## src/logic/ccc_pkg.sv

```systemverilog
// Shared constants, register map and carrier types for the charge core
package ccc_pkg;

  // Clock and time base
  localparam int CLK_PERIOD_NS = 4;
  localparam int TIME_TICK_NS = 878900000;
  localparam int TIME_TICK_CYC = TIME_TICK_NS / CLK_PERIOD_NS;
  localparam int SLOW_DIV = 256;
  localparam int SD_TICKS_25C = 4096;
  localparam int OFFS_LSB_NS = 9760000;
  localparam int OFFS_LSB_CYC = OFFS_LSB_NS / CLK_PERIOD_NS;

  // Flash operation limits, longest times rounded down
  localparam int BLOCK_PROG_US = 1520;
  localparam int BLOCK_ERASE_US = 1520;
  localparam int BYTE_PROG_US = 90;
  localparam int BLOCK_PROG_CYC = BLOCK_PROG_US * 1000 / CLK_PERIOD_NS;
  localparam int BLOCK_ERASE_CYC = BLOCK_ERASE_US * 1000 / CLK_PERIOD_NS;
  localparam int BYTE_PROG_CYC = BYTE_PROG_US * 1000 / CLK_PERIOD_NS;

  // Die temperature points in kelvin
  localparam logic [8:0] TEMP_25C_K = 9'h12a;
  localparam logic [8:0] TEMP_HI_K = 9'h14d;
  localparam logic [8:0] TEMP_LO_K = 9'h111;
  localparam logic [8:0] TEMP_STEP_K = 9'h00a;

  // Register addresses
  localparam logic [6:0] ADDR_MODE = 7'h60;
  localparam logic [6:0] ADDR_CLR = 7'h61;
  localparam logic [6:0] ADDR_FCMD = 7'h62;
  localparam logic [6:0] ADDR_SCR_L = 7'h63;
  localparam logic [6:0] ADDR_SCR_H = 7'h64;
  localparam logic [6:0] ADDR_DTC_L = 7'h65;
  localparam logic [6:0] ADDR_DTC_H = 7'h66;
  localparam logic [6:0] ADDR_CTC_L = 7'h67;
  localparam logic [6:0] ADDR_CTC_H = 7'h68;
  localparam logic [6:0] ADDR_CCR_L = 7'h6b;
  localparam logic [6:0] ADDR_CCR_H = 7'h6c;
  localparam logic [6:0] ADDR_DCR_L = 7'h6d;
  localparam logic [6:0] ADDR_DCR_H = 7'h6e;
  localparam logic [6:0] ADDR_OFF_L = 7'h75;
  localparam logic [6:0] ADDR_OFF_M = 7'h76;
  localparam logic [6:0] ADDR_CAL_H = 7'h77;

  // Clear register bit positions
  localparam int CLR_DCR = 0;
  localparam int CLR_CCR = 1;
  localparam int CLR_SCR = 2;
  localparam int CLR_DTC = 3;
  localparam int CLR_CTC = 4;

  // Mode register bit positions
  localparam int MODE_SLOW_C = 0;
  localparam int MODE_SLOW_D = 1;
  localparam int MODE_REGDIS = 2;

  // Calibration/offset high register bit positions
  localparam int CAL_COMPENSATION_ENABLE_BIT = 7;
  localparam int CAL_REQ = 6;
  localparam int CAL_OK_N = 5;
  localparam int CAL_CHARGE_OFFSET_SELECT_BIT = 4;

  // Command codes
  localparam logic [7:0] CMD_SLEEP = 8'h01;
  localparam logic [7:0] CMD_HWRST = 8'h02;
  localparam logic [7:0] CMD_PROG = 8'h03;
  localparam logic [7:0] CMD_LOAD = 8'h04;
  localparam logic [7:0] CMD_ERASE = 8'h05;
  localparam logic [7:0] CMD_BYTE = 8'h06;

  // Flash sequencer states
  typedef enum logic [2:0] {
    FL_IDLE, FL_PROG, FL_LOAD, FL_ERASE, FL_BYTE
  } ccc_flash_t;

  // Register request and answer carriers
  typedef struct packed {
    logic wr;
    logic rd;
    logic [6:0] addr;
    logic [7:0] wdata;
  } ccc_req_t;

  typedef struct packed {
    logic valid;
    logic [7:0] data;
  } ccc_rsp_t;

endpackage

```

## src/logic/ccc_tick_gen.sv

```systemverilog
// Free-running period divider producing one-cycle ticks
`timescale 1ns/100ps
module ccc_tick_gen #(
  parameter int PERIOD = 4
) (
  // Clock and reset
  input wire logic mclk_i,
  input wire logic nrst_i,
  // Control and tick
  input wire logic restart_i,
  output logic tick_o
);

  localparam int W = $clog2(PERIOD + 1);
  localparam logic [W-1:0] LAST = W'(PERIOD - 1);

  logic [W-1:0] cnt_ff;

  // Count up and wrap; restart realigns the phase
  always_ff @(posedge mclk_i or negedge nrst_i) begin
    if (!nrst_i) begin
      cnt_ff <= '0;
    end else if (restart_i || cnt_ff == LAST) begin
      cnt_ff <= '0;
    end else begin
      cnt_ff <= cnt_ff + W'(1);
    end
  end

  // Tick on the last count of each period
  always_ff @(posedge mclk_i or negedge nrst_i) begin
    if (!nrst_i) begin
      tick_o <= 1'b0;
    end else begin
      tick_o <= !restart_i && cnt_ff == LAST;
    end
  end

endmodule

```

## src/logic/ccc_core.sv

```systemverilog
// Coulomb counting core: charge, time, self-discharge and offset counters
`timescale 1ns/100ps
module ccc_core #(
  parameter int TICK_CYC = ccc_pkg::TIME_TICK_CYC,
  parameter int OFFS_CYC = ccc_pkg::OFFS_LSB_CYC,
  parameter int PROG_CYC = ccc_pkg::BLOCK_PROG_CYC,
  parameter int ERASE_CYC = ccc_pkg::BLOCK_ERASE_CYC,
  parameter int BYTE_CYC = ccc_pkg::BYTE_PROG_CYC,
  parameter int SD_TICKS = ccc_pkg::SD_TICKS_25C
) (
  // Clock and reset
  input wire logic mclk_i,
  input wire logic nrst_i,
  // Converter pulses and sign
  input wire logic chg_pulse_i,
  input wire logic dsg_pulse_i,
  input wire logic sense_pos_i,
  input wire logic sense_neg_i,
  // Die temperature in kelvin, calibration and wake events
  input wire logic [8:0] temp_k_i,
  input wire logic cal_done_i,
  input wire logic wake_i,
  // Decoded register access from the single-wire port
  input wire ccc_pkg::ccc_req_t req_i,
  output ccc_pkg::ccc_rsp_t rsp_o,
  // Device controls
  output logic reg_disable_o,
  output logic sleep_o,
  output ccc_pkg::ccc_flash_t flash_op_o,
  output logic flash_busy_o
);

  logic tick;
  logic offs_tick;
  logic [15:0] ccr_ff;
  logic [15:0] dcr_ff;
  logic [15:0] scr_ff;
  logic [15:0] tc_ff [2];
  logic [7:0] pre_ff [2];
  logic [1:0] slow_ff;
  logic [4:0] clr_ff;
  logic [19:0] offs_ff;
  logic [19:0] offs_cnt_ff;
  logic [15:0] sd_cnt_ff;
  logic compensation_enable_bit_ff;
  logic charge_offset_select_bit_ff;
  logic calok_n_ff;
  logic regdis_ff;
  logic hwrst_ff;
  logic comp_hit;
  logic [15:0] sd_period;
  logic [19:0] fl_cnt_ff;
  logic [1:0] tc_clr;
  logic [1:0] tc_run;
  logic [1:0] tc_inc;
  logic wr_cmd;

  // Decoded write strobes
  function automatic logic wr_at(input ccc_pkg::ccc_req_t r,
                                 input logic [6:0] a);
    return r.wr && r.addr == a;
  endfunction

  assign wr_cmd = wr_at(req_i, ccc_pkg::ADDR_FCMD);

  // Base time tick and offset LSB tick
  ccc_tick_gen #(.PERIOD(TICK_CYC)) u_time_tick (
    .mclk_i(mclk_i),
    .nrst_i(nrst_i),
    .restart_i(hwrst_ff),
    .tick_o(tick)
  );

  ccc_tick_gen #(.PERIOD(OFFS_CYC)) u_offs_tick (
    .mclk_i(mclk_i),
    .nrst_i(nrst_i),
    .restart_i(!compensation_enable_bit_ff),
    .tick_o(offs_tick)
  );

  // clear request latch
  // Host set wins over the self-clear so a fresh write is never lost
  always_ff @(posedge mclk_i or negedge nrst_i) begin
    if (!nrst_i) begin
      clr_ff <= '0;
    end else if (wr_at(req_i, ccc_pkg::ADDR_CLR)) begin
      clr_ff <= req_i.wdata[4:0];
    end else begin
      clr_ff <= '0;
    end
  end

  // Offset and calibration control bits
  always_ff @(posedge mclk_i or negedge nrst_i) begin
    if (!nrst_i) begin
      offs_ff <= '0;
      compensation_enable_bit_ff <= 1'b0;
      charge_offset_select_bit_ff <= 1'b0;
      calok_n_ff <= 1'b1;
    end else if (hwrst_ff) begin
      compensation_enable_bit_ff <= 1'b0;
      calok_n_ff <= 1'b1;
    end else begin
      if (wr_at(req_i, ccc_pkg::ADDR_OFF_L)) begin
        offs_ff[7:0] <= req_i.wdata;
      end
      if (wr_at(req_i, ccc_pkg::ADDR_OFF_M)) begin
        offs_ff[15:8] <= req_i.wdata;
      end
      if (wr_at(req_i, ccc_pkg::ADDR_CAL_H)) begin
        offs_ff[19:16] <= req_i.wdata[3:0];
        compensation_enable_bit_ff <= req_i.wdata[ccc_pkg::CAL_COMPENSATION_ENABLE_BIT];
        charge_offset_select_bit_ff <= req_i.wdata[ccc_pkg::CAL_CHARGE_OFFSET_SELECT_BIT];
      end
      // A new request re-arms calibration; completion wins
      if (cal_done_i) begin
        calok_n_ff <= 1'b0;
      end else if (wr_at(req_i, ccc_pkg::ADDR_CAL_H) &&
                   req_i.wdata[ccc_pkg::CAL_REQ]) begin
        calok_n_ff <= 1'b1;
      end
    end
  end

  // regulator amplifier disable
  // Sleep does not touch this bit, so the regulator stays up asleep
  always_ff @(posedge mclk_i or negedge nrst_i) begin
    if (!nrst_i) begin
      regdis_ff <= 1'b0;
    end else if (hwrst_ff) begin
      regdis_ff <= 1'b0;
    end else if (wr_at(req_i, ccc_pkg::ADDR_MODE)) begin
      regdis_ff <= req_i.wdata[ccc_pkg::MODE_REGDIS];
    end
  end

  assign reg_disable_o = regdis_ff;

  // period is the offset value in 9.76 ms steps
  always_ff @(posedge mclk_i or negedge nrst_i) begin
    if (!nrst_i) begin
      offs_cnt_ff <= '0;
    end else if (!compensation_enable_bit_ff || calok_n_ff || offs_ff == '0) begin
      offs_cnt_ff <= '0;
    end else if (offs_tick) begin
      offs_cnt_ff <= comp_hit ? '0 : offs_cnt_ff + 20'h00001;
    end
  end

  // one count per elapsed offset period
  assign comp_hit = offs_tick && compensation_enable_bit_ff && !calok_n_ff &&
                    offs_ff != '0 && offs_cnt_ff == offs_ff - 20'h00001;

  always_ff @(posedge mclk_i or negedge nrst_i) begin
    if (!nrst_i) begin
      ccr_ff <= '0;
    end else if (hwrst_ff || clr_ff[ccc_pkg::CLR_CCR]) begin
      ccr_ff <= '0;
    end else begin
      ccr_ff <= ccr_ff + 16'(chg_pulse_i && !sleep_o) +
                16'(comp_hit && charge_offset_select_bit_ff);
    end
  end

  // both charge counters are 16 bits
  always_ff @(posedge mclk_i or negedge nrst_i) begin
    if (!nrst_i) begin
      dcr_ff <= '0;
    end else if (hwrst_ff || clr_ff[ccc_pkg::CLR_DCR]) begin
      dcr_ff <= '0;
    end else begin
      dcr_ff <= dcr_ff + 16'(dsg_pulse_i && !sleep_o) +
                16'(comp_hit && !charge_offset_select_bit_ff);
    end
  end

  // clearing either timer resets both rates
  assign tc_clr[0] = hwrst_ff || clr_ff[ccc_pkg::CLR_CTC];
  assign tc_clr[1] = hwrst_ff || clr_ff[ccc_pkg::CLR_DTC];

  // Charge timer (0) and discharge timer (1)
  genvar g;
  generate
    for (g = 0; g < 2; g++) begin : g_tc
      // each timer runs only with its own sign
      // a zero sense holds both timers
      assign tc_run[g] = !sleep_o && (g == 0 ? sense_pos_i : sense_neg_i);
      // slow rate takes 256 base ticks per count
      assign tc_inc[g] = tick && tc_run[g] &&
                         (!slow_ff[g] || pre_ff[g] == 8'hff);

      // Slow-rate prescaler
      always_ff @(posedge mclk_i or negedge nrst_i) begin
        if (!nrst_i) begin
          pre_ff[g] <= '0;
        end else if (tc_clr[0] || tc_clr[1]) begin
          pre_ff[g] <= '0;
        end else if (tick && tc_run[g] && slow_ff[g]) begin
          pre_ff[g] <= pre_ff[g] + 8'h01;
        end
      end

      // timer steps once per base tick, or once per 256 base ticks at slow rate
      always_ff @(posedge mclk_i or negedge nrst_i) begin
        if (!nrst_i) begin
          tc_ff[g] <= '0;
        end else if (tc_clr[g]) begin
          tc_ff[g] <= '0;
        end else if (tc_inc[g]) begin
          tc_ff[g] <= tc_ff[g] + 16'h0001;
        end
      end

      // wrap sets the slow flag
      // A wrap of the other timer in a clear cycle still sets: set wins
      always_ff @(posedge mclk_i or negedge nrst_i) begin
        if (!nrst_i) begin
          slow_ff[g] <= 1'b0;
        end else if (tc_inc[g] && tc_ff[g] == 16'hffff && !tc_clr[g]) begin
          slow_ff[g] <= 1'b1;
        end else if (tc_clr[0] || tc_clr[1]) begin
          slow_ff[g] <= 1'b0;
        end
      end
    end
  endgenerate

  // doubling above 25C, capped at 60C
  // halving below 25C, floored at 0C
  always_comb begin
    logic [8:0] t;
    t = temp_k_i;
    sd_period = 16'(SD_TICKS);
    if (t > ccc_pkg::TEMP_HI_K) begin
      t = ccc_pkg::TEMP_HI_K;
    end
    if (t < ccc_pkg::TEMP_LO_K) begin
      t = ccc_pkg::TEMP_LO_K;
    end
    if (t >= ccc_pkg::TEMP_25C_K) begin
      sd_period = sd_period >> ((t - ccc_pkg::TEMP_25C_K) /
                                ccc_pkg::TEMP_STEP_K);
    end else begin
      sd_period = sd_period << ((ccc_pkg::TEMP_25C_K - t +
                                 ccc_pkg::TEMP_STEP_K - 9'h001) /
                                ccc_pkg::TEMP_STEP_K);
    end
  end

  // self-discharge counts every period of base ticks
  // Runs in sleep as well, as does offset compensation into the charge counters
  always_ff @(posedge mclk_i or negedge nrst_i) begin
    if (!nrst_i) begin
      sd_cnt_ff <= '0;
      scr_ff <= '0;
    end else if (hwrst_ff || clr_ff[ccc_pkg::CLR_SCR]) begin
      sd_cnt_ff <= '0;
      scr_ff <= '0;
    end else if (tick) begin
      if (sd_cnt_ff + 16'h0001 >= sd_period) begin
        sd_cnt_ff <= '0;
        scr_ff <= scr_ff + 16'h0001;
      end else begin
        sd_cnt_ff <= sd_cnt_ff + 16'h0001;
      end
    end
  end

  // command decode for sleep and hardware reset
  always_ff @(posedge mclk_i or negedge nrst_i) begin
    if (!nrst_i) begin
      hwrst_ff <= 1'b0;
      sleep_o <= 1'b0;
    end else begin
      hwrst_ff <= wr_cmd && req_i.wdata == ccc_pkg::CMD_HWRST;
      if (wr_cmd && req_i.wdata == ccc_pkg::CMD_SLEEP) begin
        sleep_o <= 1'b1;
      end else if (wake_i || req_i.wr || req_i.rd) begin
        sleep_o <= 1'b0;
      end
    end
  end

  // program and erase end on their block time; byte and load both end on the byte time
  // Flash commands arriving while busy are ignored; sleep and hardware reset commands still act
  always_ff @(posedge mclk_i or negedge nrst_i) begin
    if (!nrst_i) begin
      flash_op_o <= ccc_pkg::FL_IDLE;
      flash_busy_o <= 1'b0;
      fl_cnt_ff <= '0;
    end else if (flash_op_o == ccc_pkg::FL_IDLE) begin
      if (wr_cmd) begin
        unique case (req_i.wdata)
          ccc_pkg::CMD_PROG: begin
            flash_op_o <= ccc_pkg::FL_PROG;
            flash_busy_o <= 1'b1;
            fl_cnt_ff <= 20'(PROG_CYC - 1);
          end
          ccc_pkg::CMD_ERASE: begin
            flash_op_o <= ccc_pkg::FL_ERASE;
            flash_busy_o <= 1'b1;
            fl_cnt_ff <= 20'(ERASE_CYC - 1);
          end
          ccc_pkg::CMD_BYTE: begin
            flash_op_o <= ccc_pkg::FL_BYTE;
            flash_busy_o <= 1'b1;
            fl_cnt_ff <= 20'(BYTE_CYC - 1);
          end
          ccc_pkg::CMD_LOAD: begin
            flash_op_o <= ccc_pkg::FL_LOAD;
            flash_busy_o <= 1'b1;
            fl_cnt_ff <= 20'(BYTE_CYC - 1);
          end
          default: begin
            flash_op_o <= ccc_pkg::FL_IDLE;
          end
        endcase
      end
    end else if (fl_cnt_ff == '0) begin
      // Busy is its own flop so the output comes straight from a register
      flash_op_o <= ccc_pkg::FL_IDLE;
      flash_busy_o <= 1'b0;
    end else begin
      fl_cnt_ff <= fl_cnt_ff - 20'h00001;
    end
  end

  // Read data, one cycle after the strobe
  always_ff @(posedge mclk_i or negedge nrst_i) begin
    if (!nrst_i) begin
      rsp_o <= '0;
    end else begin
      rsp_o.valid <= req_i.rd;
      unique case (req_i.addr)
        ccc_pkg::ADDR_MODE:
          rsp_o.data <= {5'h00, regdis_ff, slow_ff[1], slow_ff[0]};
        ccc_pkg::ADDR_CLR: rsp_o.data <= {3'h0, clr_ff};
        ccc_pkg::ADDR_FCMD: rsp_o.data <= {7'h00, flash_busy_o};
        ccc_pkg::ADDR_SCR_L: rsp_o.data <= scr_ff[7:0];
        ccc_pkg::ADDR_SCR_H: rsp_o.data <= scr_ff[15:8];
        ccc_pkg::ADDR_DTC_L: rsp_o.data <= tc_ff[1][7:0];
        ccc_pkg::ADDR_DTC_H: rsp_o.data <= tc_ff[1][15:8];
        ccc_pkg::ADDR_CTC_L: rsp_o.data <= tc_ff[0][7:0];
        ccc_pkg::ADDR_CTC_H: rsp_o.data <= tc_ff[0][15:8];
        ccc_pkg::ADDR_CCR_L: rsp_o.data <= ccr_ff[7:0];
        ccc_pkg::ADDR_CCR_H: rsp_o.data <= ccr_ff[15:8];
        ccc_pkg::ADDR_DCR_L: rsp_o.data <= dcr_ff[7:0];
        ccc_pkg::ADDR_DCR_H: rsp_o.data <= dcr_ff[15:8];
        ccc_pkg::ADDR_OFF_L: rsp_o.data <= offs_ff[7:0];
        ccc_pkg::ADDR_OFF_M: rsp_o.data <= offs_ff[15:8];
        ccc_pkg::ADDR_CAL_H:
          rsp_o.data <= {compensation_enable_bit_ff, 1'b0, calok_n_ff, charge_offset_select_bit_ff,
                         offs_ff[19:16]};
        default: rsp_o.data <= 8'h00;
      endcase
    end
  end

  // Checks on counting, regulator disable and flash behaviour
  property p_dcr_step;
    @(posedge mclk_i) disable iff (!nrst_i)
    dsg_pulse_i && !sleep_o && !comp_hit && !hwrst_ff && !clr_ff[0]
    |=> dcr_ff == $past(dcr_ff) + 16'h0001;
  endproperty
  a_dcr_step: assert property (p_dcr_step)
    else $error("discharge counter missed a pulse");

  property p_ccr_only;
    @(posedge mclk_i) disable iff (!nrst_i)
    chg_pulse_i && !dsg_pulse_i && !comp_hit && !hwrst_ff && !clr_ff[0]
    |=> dcr_ff == $past(dcr_ff);
  endproperty
  a_ccr_only: assert property (p_ccr_only)
    else $error("charge pulse disturbed discharge counter");

  property p_tc_hold;
    @(posedge mclk_i) disable iff (!nrst_i)
    !sense_neg_i && !tc_clr[1] |=> tc_ff[1] == $past(tc_ff[1]);
  endproperty
  a_tc_hold: assert property (p_tc_hold)
    else $error("discharge timer moved outside discharge");

  property p_wrap_slow;
    @(posedge mclk_i) disable iff (!nrst_i)
    tc_inc[0] && tc_ff[0] == 16'hffff && !tc_clr[0] && !tc_clr[1]
    |=> tc_ff[0] == 16'h0000 && slow_ff[0];
  endproperty
  a_wrap_slow: assert property (p_wrap_slow)
    else $error("charge timer wrap did not enter slow rate");

  property p_clr_self;
    @(posedge mclk_i) disable iff (!nrst_i)
    wr_at(req_i, ccc_pkg::ADDR_CLR) && req_i.wdata[1]
    |=> clr_ff[1] ##1 ccr_ff <= 16'h0002 &&
    clr_ff[1] == $past(req_i.wr && req_i.addr == ccc_pkg::ADDR_CLR &&
                       req_i.wdata[1]);
  endproperty
  a_clr_self: assert property (p_clr_self)
    else $error("clear bit did not zero counter and return");

  property p_clr_slow;
    @(posedge mclk_i) disable iff (!nrst_i)
    clr_ff[ccc_pkg::CLR_DTC] && !(tc_inc[0] && tc_ff[0] == 16'hffff)
    |=> slow_ff == 2'b00;
  endproperty
  a_clr_slow: assert property (p_clr_slow)
    else $error("timer clear left a slow flag set");

  property p_regdis;
    @(posedge mclk_i) disable iff (!nrst_i)
    wr_at(req_i, ccc_pkg::ADDR_MODE) && !hwrst_ff
    |=> reg_disable_o == $past(req_i.wdata[ccc_pkg::MODE_REGDIS]);
  endproperty
  a_regdis: assert property (p_regdis)
    else $error("regulator disable did not follow the mode bit");

  property p_flash_len;
    @(posedge mclk_i) disable iff (!nrst_i)
    flash_busy_o |-> fl_cnt_ff < 20'(flash_op_o == ccc_pkg::FL_ERASE ?
      ERASE_CYC : flash_op_o == ccc_pkg::FL_PROG ? PROG_CYC : BYTE_CYC);
  endproperty
  a_flash_len: assert property (p_flash_len)
    else $error("flash operation exceeds its time limit");

  property p_zero_sense;
    @(posedge mclk_i) disable iff (!nrst_i)
    !sense_pos_i && !sense_neg_i && !tc_clr[0] |=>
    tc_ff[0] == $past(tc_ff[0]);
  endproperty
  a_zero_sense: assert property (p_zero_sense)
    else $error("charge timer moved with zero sense");

  property p_no_comp;
    @(posedge mclk_i) disable iff (!nrst_i)
    calok_n_ff && !chg_pulse_i && !hwrst_ff && !clr_ff[ccc_pkg::CLR_CCR]
    |=> ccr_ff == $past(ccr_ff);
  endproperty
  a_no_comp: assert property (p_no_comp)
    else $error("compensation before successful calibration");

  // Main scenarios
  c_comp: cover property (@(posedge mclk_i) disable iff (!nrst_i) comp_hit);
  c_slow: cover property (@(posedge mclk_i) disable iff (!nrst_i)
                          slow_ff[1]);
  c_flash: cover property (@(posedge mclk_i) disable iff (!nrst_i)
                           flash_busy_o ##1 !flash_busy_o);

endmodule

```

## config.mk

```make
export PLATFORM = sky130hd
export DESIGN_NAME = ccc_core
export DESIGN_NICKNAME = d
export VERILOG_FILES = /design/src/logic/ccc_pkg.sv /design/src/logic/ccc_tick_gen.sv /design/src/logic/ccc_core.sv
export SDC_FILE = /design/constraint.sdc
export NUM_CORES = 1
export LEC_CHECK = 0
export BUFFER_PORTS_ARGS = -buffer_cell sky130_fd_sc_hd__buf_2
export CORE_UTILIZATION = 63
export CTS_BUF_LIST = sky130_fd_sc_hd__clkbuf_8
export DETAILED_ROUTE_END_ITERATION = 7
export PLACE_DENSITY_LB_ADDON = 0.1
export RECOVER_POWER = 100
export SYNTH_ARGS = -nofsm -noshare
export SYNTH_HDL_FRONTEND = slang
export SYNTH_SLANG_ARGS = --single-unit
```

## constraint.sdc

```tcl
create_clock -name mclk_i -period 5.7 [get_ports mclk_i]
set_clock_uncertainty 0.15 [all_clocks]
set_input_delay 0.285 -clock mclk_i [delete_from_list [all_inputs] [get_ports mclk_i]]
set_output_delay 0.285 -clock mclk_i [all_outputs]
set_load 0.01 [all_outputs]
```

### After elaboration in Yosys (flattened, before gate mapping)

Index checks and enable logic that the tools add are counted.

| word-level totals | value |
|---|---|
| output and inout bits | 15 |
| flip-flop bits (word level) | 250 |
| logic and storage cells | 223 |
| bits of input ports | 34 |

| cells by class | value |
|---|---|
| bitwise gates (word level) | 1 |
| shifts and indexed selects | 2 |
| eq/ne operators | 33 |
| divide/modulo/power cells | 2 |
| reduce and logical (&&, ||, !) cells | 82 |
| multiplexer cells | 50 |
| magnitude comparators | 4 |
| $add $sub $neg | 19 |

Operators with widths:

| kind | number |
|---|---|
| two-way mux 16 bit | 13 |
| case mux 8 bit (16 select lines) | 1 |
| two-way mux 20 bit | 6 |
| == test 7 bit (second input constant) | 16 |
| adder 16 x 1 -> 16 bit | 4 |
| adder 16 x 1 -> 16 bit (second input constant) | 4 |
| logical NOT 20 bit | 2 |
| case mux 20 bit (2 select lines) | 1 |
| subtractor 20 x 1 -> 20 bit (second input constant) | 2 |
| == test 16 bit (second input constant) | 2 |
| two-way mux 8 bit | 4 |
| logical AND 1 bit | 31 |
| adder 28 x 1 -> 28 bit (second input constant) | 1 |
| == test 28 bit (second input constant) | 1 |
| two-way mux 28 bit | 1 |
| nonzero test 2 bit | 13 |
| == test 8 x 3 -> 1 bit (second input constant) | 3 |
| adder 22 x 1 -> 22 bit (second input constant) | 1 |
| == test 22 bit (second input constant) | 1 |
| two-way mux 22 bit | 1 |
| adder 20 x 1 -> 20 bit (second input constant) | 1 |
| == test 20 bit | 1 |
| nonzero test 20 bit | 1 |
| divider 9 x 4 -> 9 bit (second input constant) | 2 |
| other kinds (30) | 80 |

### Logic depth before layout (Yosys ltp)

| logic depth | value |
|---|---|
| word-level depth | 14 |
| mapped depth | 25 |
| mapped depth without buffers | 21 |

### Modules after synthesis

From an unflattened synthesis, not the netlist that was laid out.

| unflattened totals | value |
|---|---|
| cell total of the unflattened synthesis | 1697 |
| area total of the unflattened synthesis | 15263.4 um^2 |

Modules (own cells, without submodules):

| module | cells each | area an instance (um^2) | times used | seq. area each (um^2) |
|---|---|---|---|---|
| ccc_core | 1422 | 12518.3 | 1 | 4956.0 |
| ccc_tick_gen (u_time_tick) | 157 | 1555.2 | 1 | 725.7 |
| ccc_tick_gen (u_offs_tick) | 118 | 1189.9 | 1 | 575.6 |

### Worst setup path before layout

Ideal clock, no wire load.

| timing path | value |
|---|---|
| kind | input port to flip-flop |
| start point | input temp_k_i[5] |
| end point | register scr_ff[12] |
| setup time | 0.078 ns |
| arrival | 5.626 ns |
| path slack | -0.154 ns |
| required time | 5.472 ns |
| cell stages on the path | 21 |
| path buffers | 3 |
| cell sequence | clkbuf_1 or2_2 maj3_1 o21ai_0 ha_1 nand3b_1 nor3_1 and2_1 a21oi_1 o31ai_1 a2bb2oi_1 o32ai_1 or3b_1 ha_1 a21o_1 a2111oi_0 o21a_1 clkbuf_1 clkbuf_1 o21ai_0 a21oi_1 |

| between the ends | value |
|---|---|
| word-level cells in the longest chain between the ends | 13 |
| elaborated cells on any way between the ends | 17 |
| those cells by class | add/sub: 4; div: 2; order compare: 4; shift: 2; mux: 3; reduce/logical: 2 |

Ends and longest elaborated chain:

| element | line | text |
|---|---|---|
| start: declaration | ccc_core.sv:20 | `input wire logic [8:0] temp_k_i,` |
| greater-than comparator 9 bit | ccc_core.sv:234 | `if (t > ccc_pkg::TEMP_HI_K) begin` |
| two-way mux 9 bit * | ccc_core.sv:234 |  |
| less-than comparator 9 bit | ccc_core.sv:237 | `if (t < ccc_pkg::TEMP_LO_K) begin` |
| two-way mux 9 bit * | ccc_core.sv:237 |  |
| subtractor 9 bit | ccc_core.sv:244 | `sd_period = sd_period << ((ccc_pkg::TEMP_25C_K - t +` |
| adder 9 x 4 -> 9 bit | ccc_core.sv:244 |  |
| subtractor 9 x 1 -> 9 bit | ccc_core.sv:245 | `ccc_pkg::TEMP_STEP_K - 9'h001) /` |
| divider 9 x 4 -> 9 bit | ccc_core.sv:245 |  |
| left shift 13 x 9 -> 16 bit | ccc_core.sv:244 |  |
| two-way mux 16 bit * | ccc_core.sv:240 | `if (t >= ccc_pkg::TEMP_25C_K) begin` |
| >= comparator 16 bit * | ccc_core.sv:260 | `if (sd_cnt_ff + 16'h0001 >= sd_period) begin` |
| nonzero test 2 bit (no source line) * | -- |  |
| AND reduction 2 bit (no source line) * | -- |  |
| end signal: assignment | ccc_core.sv:262 | `scr_ff <= scr_ff + 16'h0001;` |
| end: declaration | ccc_core.sv:37 | `logic [15:0] scr_ff;` |

Mark *: on every way between the ends. The rest lies on a longest branch, timed or not.
A chain may end at the register's enable or synchronous reset.

### Worst setup path after layout

| timing path | value |
|---|---|
| start point | input temp_k_i[3] |
| end point | register sd_cnt_ff[13] |

| between the ends | value |
|---|---|
| word-level cells in the longest chain between the ends | 14 |
| elaborated cells on any way between the ends | 18 |
| those cells by class | add/sub: 4; div: 2; order compare: 4; shift: 2; mux: 6 |

Ends and longest elaborated chain:

| element | line | text |
|---|---|---|
| greater-than comparator 9 bit | ccc_core.sv:234 |  |
| two-way mux 9 bit * | ccc_core.sv:234 |  |
| less-than comparator 9 bit | ccc_core.sv:237 |  |
| two-way mux 9 bit * | ccc_core.sv:237 |  |
| subtractor 9 bit | ccc_core.sv:244 |  |
| adder 9 x 4 -> 9 bit | ccc_core.sv:244 |  |
| subtractor 9 x 1 -> 9 bit | ccc_core.sv:245 |  |
| divider 9 x 4 -> 9 bit | ccc_core.sv:245 |  |
| left shift 13 x 9 -> 16 bit | ccc_core.sv:244 |  |
| two-way mux 16 bit * | ccc_core.sv:240 |  |
| >= comparator 16 bit * | ccc_core.sv:260 |  |
| two-way mux 16 bit * | ccc_core.sv:260 |  |
| two-way mux 16 bit * | ccc_core.sv:259 | `end else if (tick) begin` |
| two-way mux 16 bit * | ccc_core.sv:256 | `end else if (hwrst_ff \|\| clr_ff[ccc_pkg::CLR_SCR]) begin` |
| end signal: assignment | ccc_core.sv:264 | `sd_cnt_ff <= sd_cnt_ff + 16'h0001;` |
| end: declaration | ccc_core.sv:44 | `logic [15:0] sd_cnt_ff;` |

Mark *: on every way between the ends. The rest lies on a longest branch, timed or not. The select of a mux whose other input is x is not followed.

==> summary.md <==
| Metric | Value |
|---|---|
| Status | `complete, but fails checks` |
| Failing checks | `capacitance limit, slew limit` |
| Final Hold Violating Endpoints | `0` |
| Layout Nets | `1821` |
| Syn_area_per_cell | `8.85 um2` |
| RSZ-0062 raised after global routing | `no` |
| CTS HTree Levels | `2` |
| FFs w/ async S/R, synth | `100%` |
| Core Area | `22900 um2` |
| Slew HR | `-97.2%` |
| Clock-pin slew on the worst setup and hold paths | `60 ps` |
| Total CTS buffers | `43` |
| RePlAce Congestion | `0.985` |
| Vias per cell | `6.23` |
| CP Capture Type | `flip-flop` |
| Root Buffer | `clkbuf_8` |
| Vias in the first global route | `12.5k` |
| Mapped Area | `14900 um2` |
| HPWL Detailed | `25900 um` |
| Share of layout cells above drive strength 1 | `8.32%` |
| Drt pass-1 iters | `7` |
| Area delta synth->final | `10.0%` |
| Number of synthesized register bits | `250` |
| Clock sink count | `250` |
| All-layer global routing usage | `31.3%` |
| Final hold slack | `120 ps` |
| Avg WL per Cell | `17.7 um` |
| Peak VDD IR | `0.000188 V` |
| Initial cell density of the core | `65.0%` |
| Register area share after synthesis | `42.0%` |
| Worst-Skew Late Latency | `570 ps` |
| Row cnt | `55` |
| Crit Path Category | `in2reg` |
| Slew Limit Fails | `253` |
| Fill count | `1819` |
| CP arrival | `5540 ps` |
| Initial antenna violation count | `1` |
| HP Class | `in2reg` |
| Crit path launch type | `primary input` |
| I/O pin count | `49` |
| Max clock buf depth | `3` |
| Final Power | `4210 uW` |
| Die area | `24300 um2` |
| Max Cap Viol | `3` |
| Drt total wl | `37000 um` |
| Worst slew pin tran | `2960 ps` |
| TritonCTS clock tree | `done` |
| Ys flop type | `dfrtp_1` |
| DR DRC count | `0` |
| Die Span Y | `156 um` |
| Placed Cells | `1997` |
| Yosys warns | `0` |
| Pleak | `0.00713 uW` |
| Pwr dens | `257 nW/um2` |
| Worst Path Required | `6020 ps` |
| Antenna viol nets, final | `0` |
| Setup WS pre-CTS | `-7.46 ps` |
| Util after Layout | `71.5%` |
| Final worst slack | `482 ps` |
| Period utilization | `91.6%` |
| Post-synth EDFFs | `0` |
| Fin crit period | `5220 ps` |
| DR vias | `13.0k` |
| Grt ovf | `0` |
| Initial drt markers | `1208` |
| Largest net degree at the start of global routing | `133` |
| Die W | `156 um` |
| Post-synth cell types | `87` |
| Register-to-register path setup slack | `750 ps` |
| Final non-filler cell total | `2092` |
| # setup viols final | `0` |
| Syn Inst Count | `1682` |
| PortBufs | `48` |
| First-pass GRT wire length | `61500 um` |
| Max FO, Critical Path | `9` |
| Maximum clock frequency | `192 MHz` |
==> layout make-up <==
class	count	area (um2)	share of cell area, %
timing repair buffer	84	522	3.18
tap	313	392	2.39
clock inverter	23	111	0.680
clock buffer	55	757	4.62
inverter	39	146	0.893
sequential	250	6260	38.2
antenna	1	2.50	0.0153
multi-input combinational	1327	8200	50.0
==> worst paths after layout <==
check,startpoint,end,cells past startpoint
worst max-delay path,temp_k_i[3],sd_cnt_ff[13],24
worst min-delay path,sense_neg_i,tc_ff[0],5
worst max register to register,offs_ff[3],ccr_ff[14],15
worst min register to register,u_time_tick.cnt_ff[0],u_time_tick.cnt_ff[0],1
max in group asynchronous,nrst_i,flash_op_o[1],3
min in group asynchronous,nrst_i,ccr_ff[4],2
==> cells in the mapped netlist (all sizes together) (6+ instances only) <==
| cell | number | area share, % |
|---|---|---|
| a21o | 7 | 0.35 |
| a21oi | 67 | 2.3 |
| a221oi | 12 | 0.71 |
| a22o | 16 | 0.94 |
| a22oi | 22 | 1.1 |
| a31oi | 22 | 0.92 |
| and2 | 11 | 0.46 |
| and3 | 33 | 1.4 |
| and4 | 9 | 0.53 |
| buf | 12 | 0.39 |
| clkbuf | 59 | 1.5 |
| dfrtp | 249 | 42 |
| ha | 40 | 3.4 |
| inv | 39 | 0.98 |
| mux2 | 23 | 1.7 |
| mux2i | 15 | 1.0 |
| nand2 | 159 | 4.0 |
| nand2b | 16 | 0.67 |
| nand3 | 100 | 3.4 |
| nand4 | 56 | 2.4 |
| nor2 | 218 | 5.5 |
| nor2b | 16 | 0.67 |
| nor3 | 32 | 1.2 |
| nor3b | 6 | 0.34 |
| nor4 | 22 | 0.97 |
| o211ai | 7 | 0.35 |
| o21a | 10 | 0.50 |
| o21ai | 99 | 3.4 |
| o311ai | 6 | 0.35 |
| o31a | 6 | 0.35 |
| o31ai | 13 | 0.66 |
| or2 | 13 | 0.55 |
| or3 | 40 | 1.7 |
| or4 | 12 | 0.66 |
| xnor2 | 58 | 3.4 |
| xor2 | 81 | 4.8 |
==> routing by layer <==
metal | share of wire [%] | global-route usage, % | vias up
li1 | - | - | 6213
met1 | 44 | 43.0 | 6248
met2 | 46 | 50.3 | 490
met3 | 7.6 | 6.11 | 86
met4 | 2.5 | 9.76 | 0
met5 | 0 | 0 | -
==> per-stage QoR <==
step	setup TNS [ps]	cell area [um2]
floorplan	0	14900
global placement	0	15400
detailed placement	-7.46	15400
CTS	0	16500
global route	0	16400
finish	0	16400
==> state kept, by name, summed over array words and instances (netlist names), 20 cells and up <==
register	cells
fl_cnt_ff	20
offs_cnt_ff	20
offs_ff	20
tc_ff	32
u_offs_tick.cnt_ff	22
u_time_tick.cnt_ff	28
==> cells in the final DEF, fill, tap and decap left out, types with 22 or more instances in the layout <==
master / count
a22oi_1: 22
nand2_1: 159
nand3_1: 100
nor3_1: 31
nand4_1: 56
or3_1: 40
xnor2_1: 58
xor2_1: 80
clkbuf_8: 55
mux2_2: 23
ha_1: 40
inv_1: 54
o21ai_0: 95
a21oi_1: 67
nor4_1: 22
and3_1: 33
buf_2: 29
nor2_1: 218
clkbuf_1: 23
dfrtp_1: 249
a31oi_1: 22
==> worst max-delay path, cell delays in order <==
cell	delay, ps
buf_2	130
or4_1	510
a31oi_1	300
or2_2	210
inv_1	120
ha_1	210
nor2b_1	290
buf_4	220
nand2_1	70
a211o_1	270
o21a_1	190
o31a_1	110
o211ai_1	320
nand2b_1	160
ha_1	240
a21o_1	190
a21o_1	170
a21oi_1	130
nor2_1	60
a2111oi_0	550
o21ai_1	210
clkbuf_1	260
o21ai_0	210
a22o_1	160
==> power breakdown <==
group | internal (uW) | switching (uW) | total (uW) | leakage, uW
Sequential | 1860 | 133 | 1990 | 0.00337
Combinational | 245 | 357 | 602 | 0.00325
Clock | 872 | 742 | 1610 | 0.000507
==> logic make-up after synthesis <==
| family | count (synthesis) | share of synthesized area (%) |
|---|---|---|
| muxes | 38 | 2.75 |
| other | 2 | 0.0504 |
| adders and majority gates | 43 | 3.70 |
| xor gates and xnor gates | 139 | 8.23 |
| and+or+nand+nor | 760 | 25.4 |
| AOI/OAI and AO/OA | 340 | 15.0 |
| buffers and inverters | 110 | 2.87 |
| DFF | 250 | 42.0 |
==> timing repair <==
| action | in CTS | in global routing |
|---|---|---|
| buffers inserted | 0 | 0 |
| endpoints found under the hold margin | 143 | 0 |
| gates resized for setup | 0 | 1 |
| endpoints found under the setup margin | 0 | 6 |
| hold buffers | 16 | 0 |
Power figures use the tool's default switching activity.
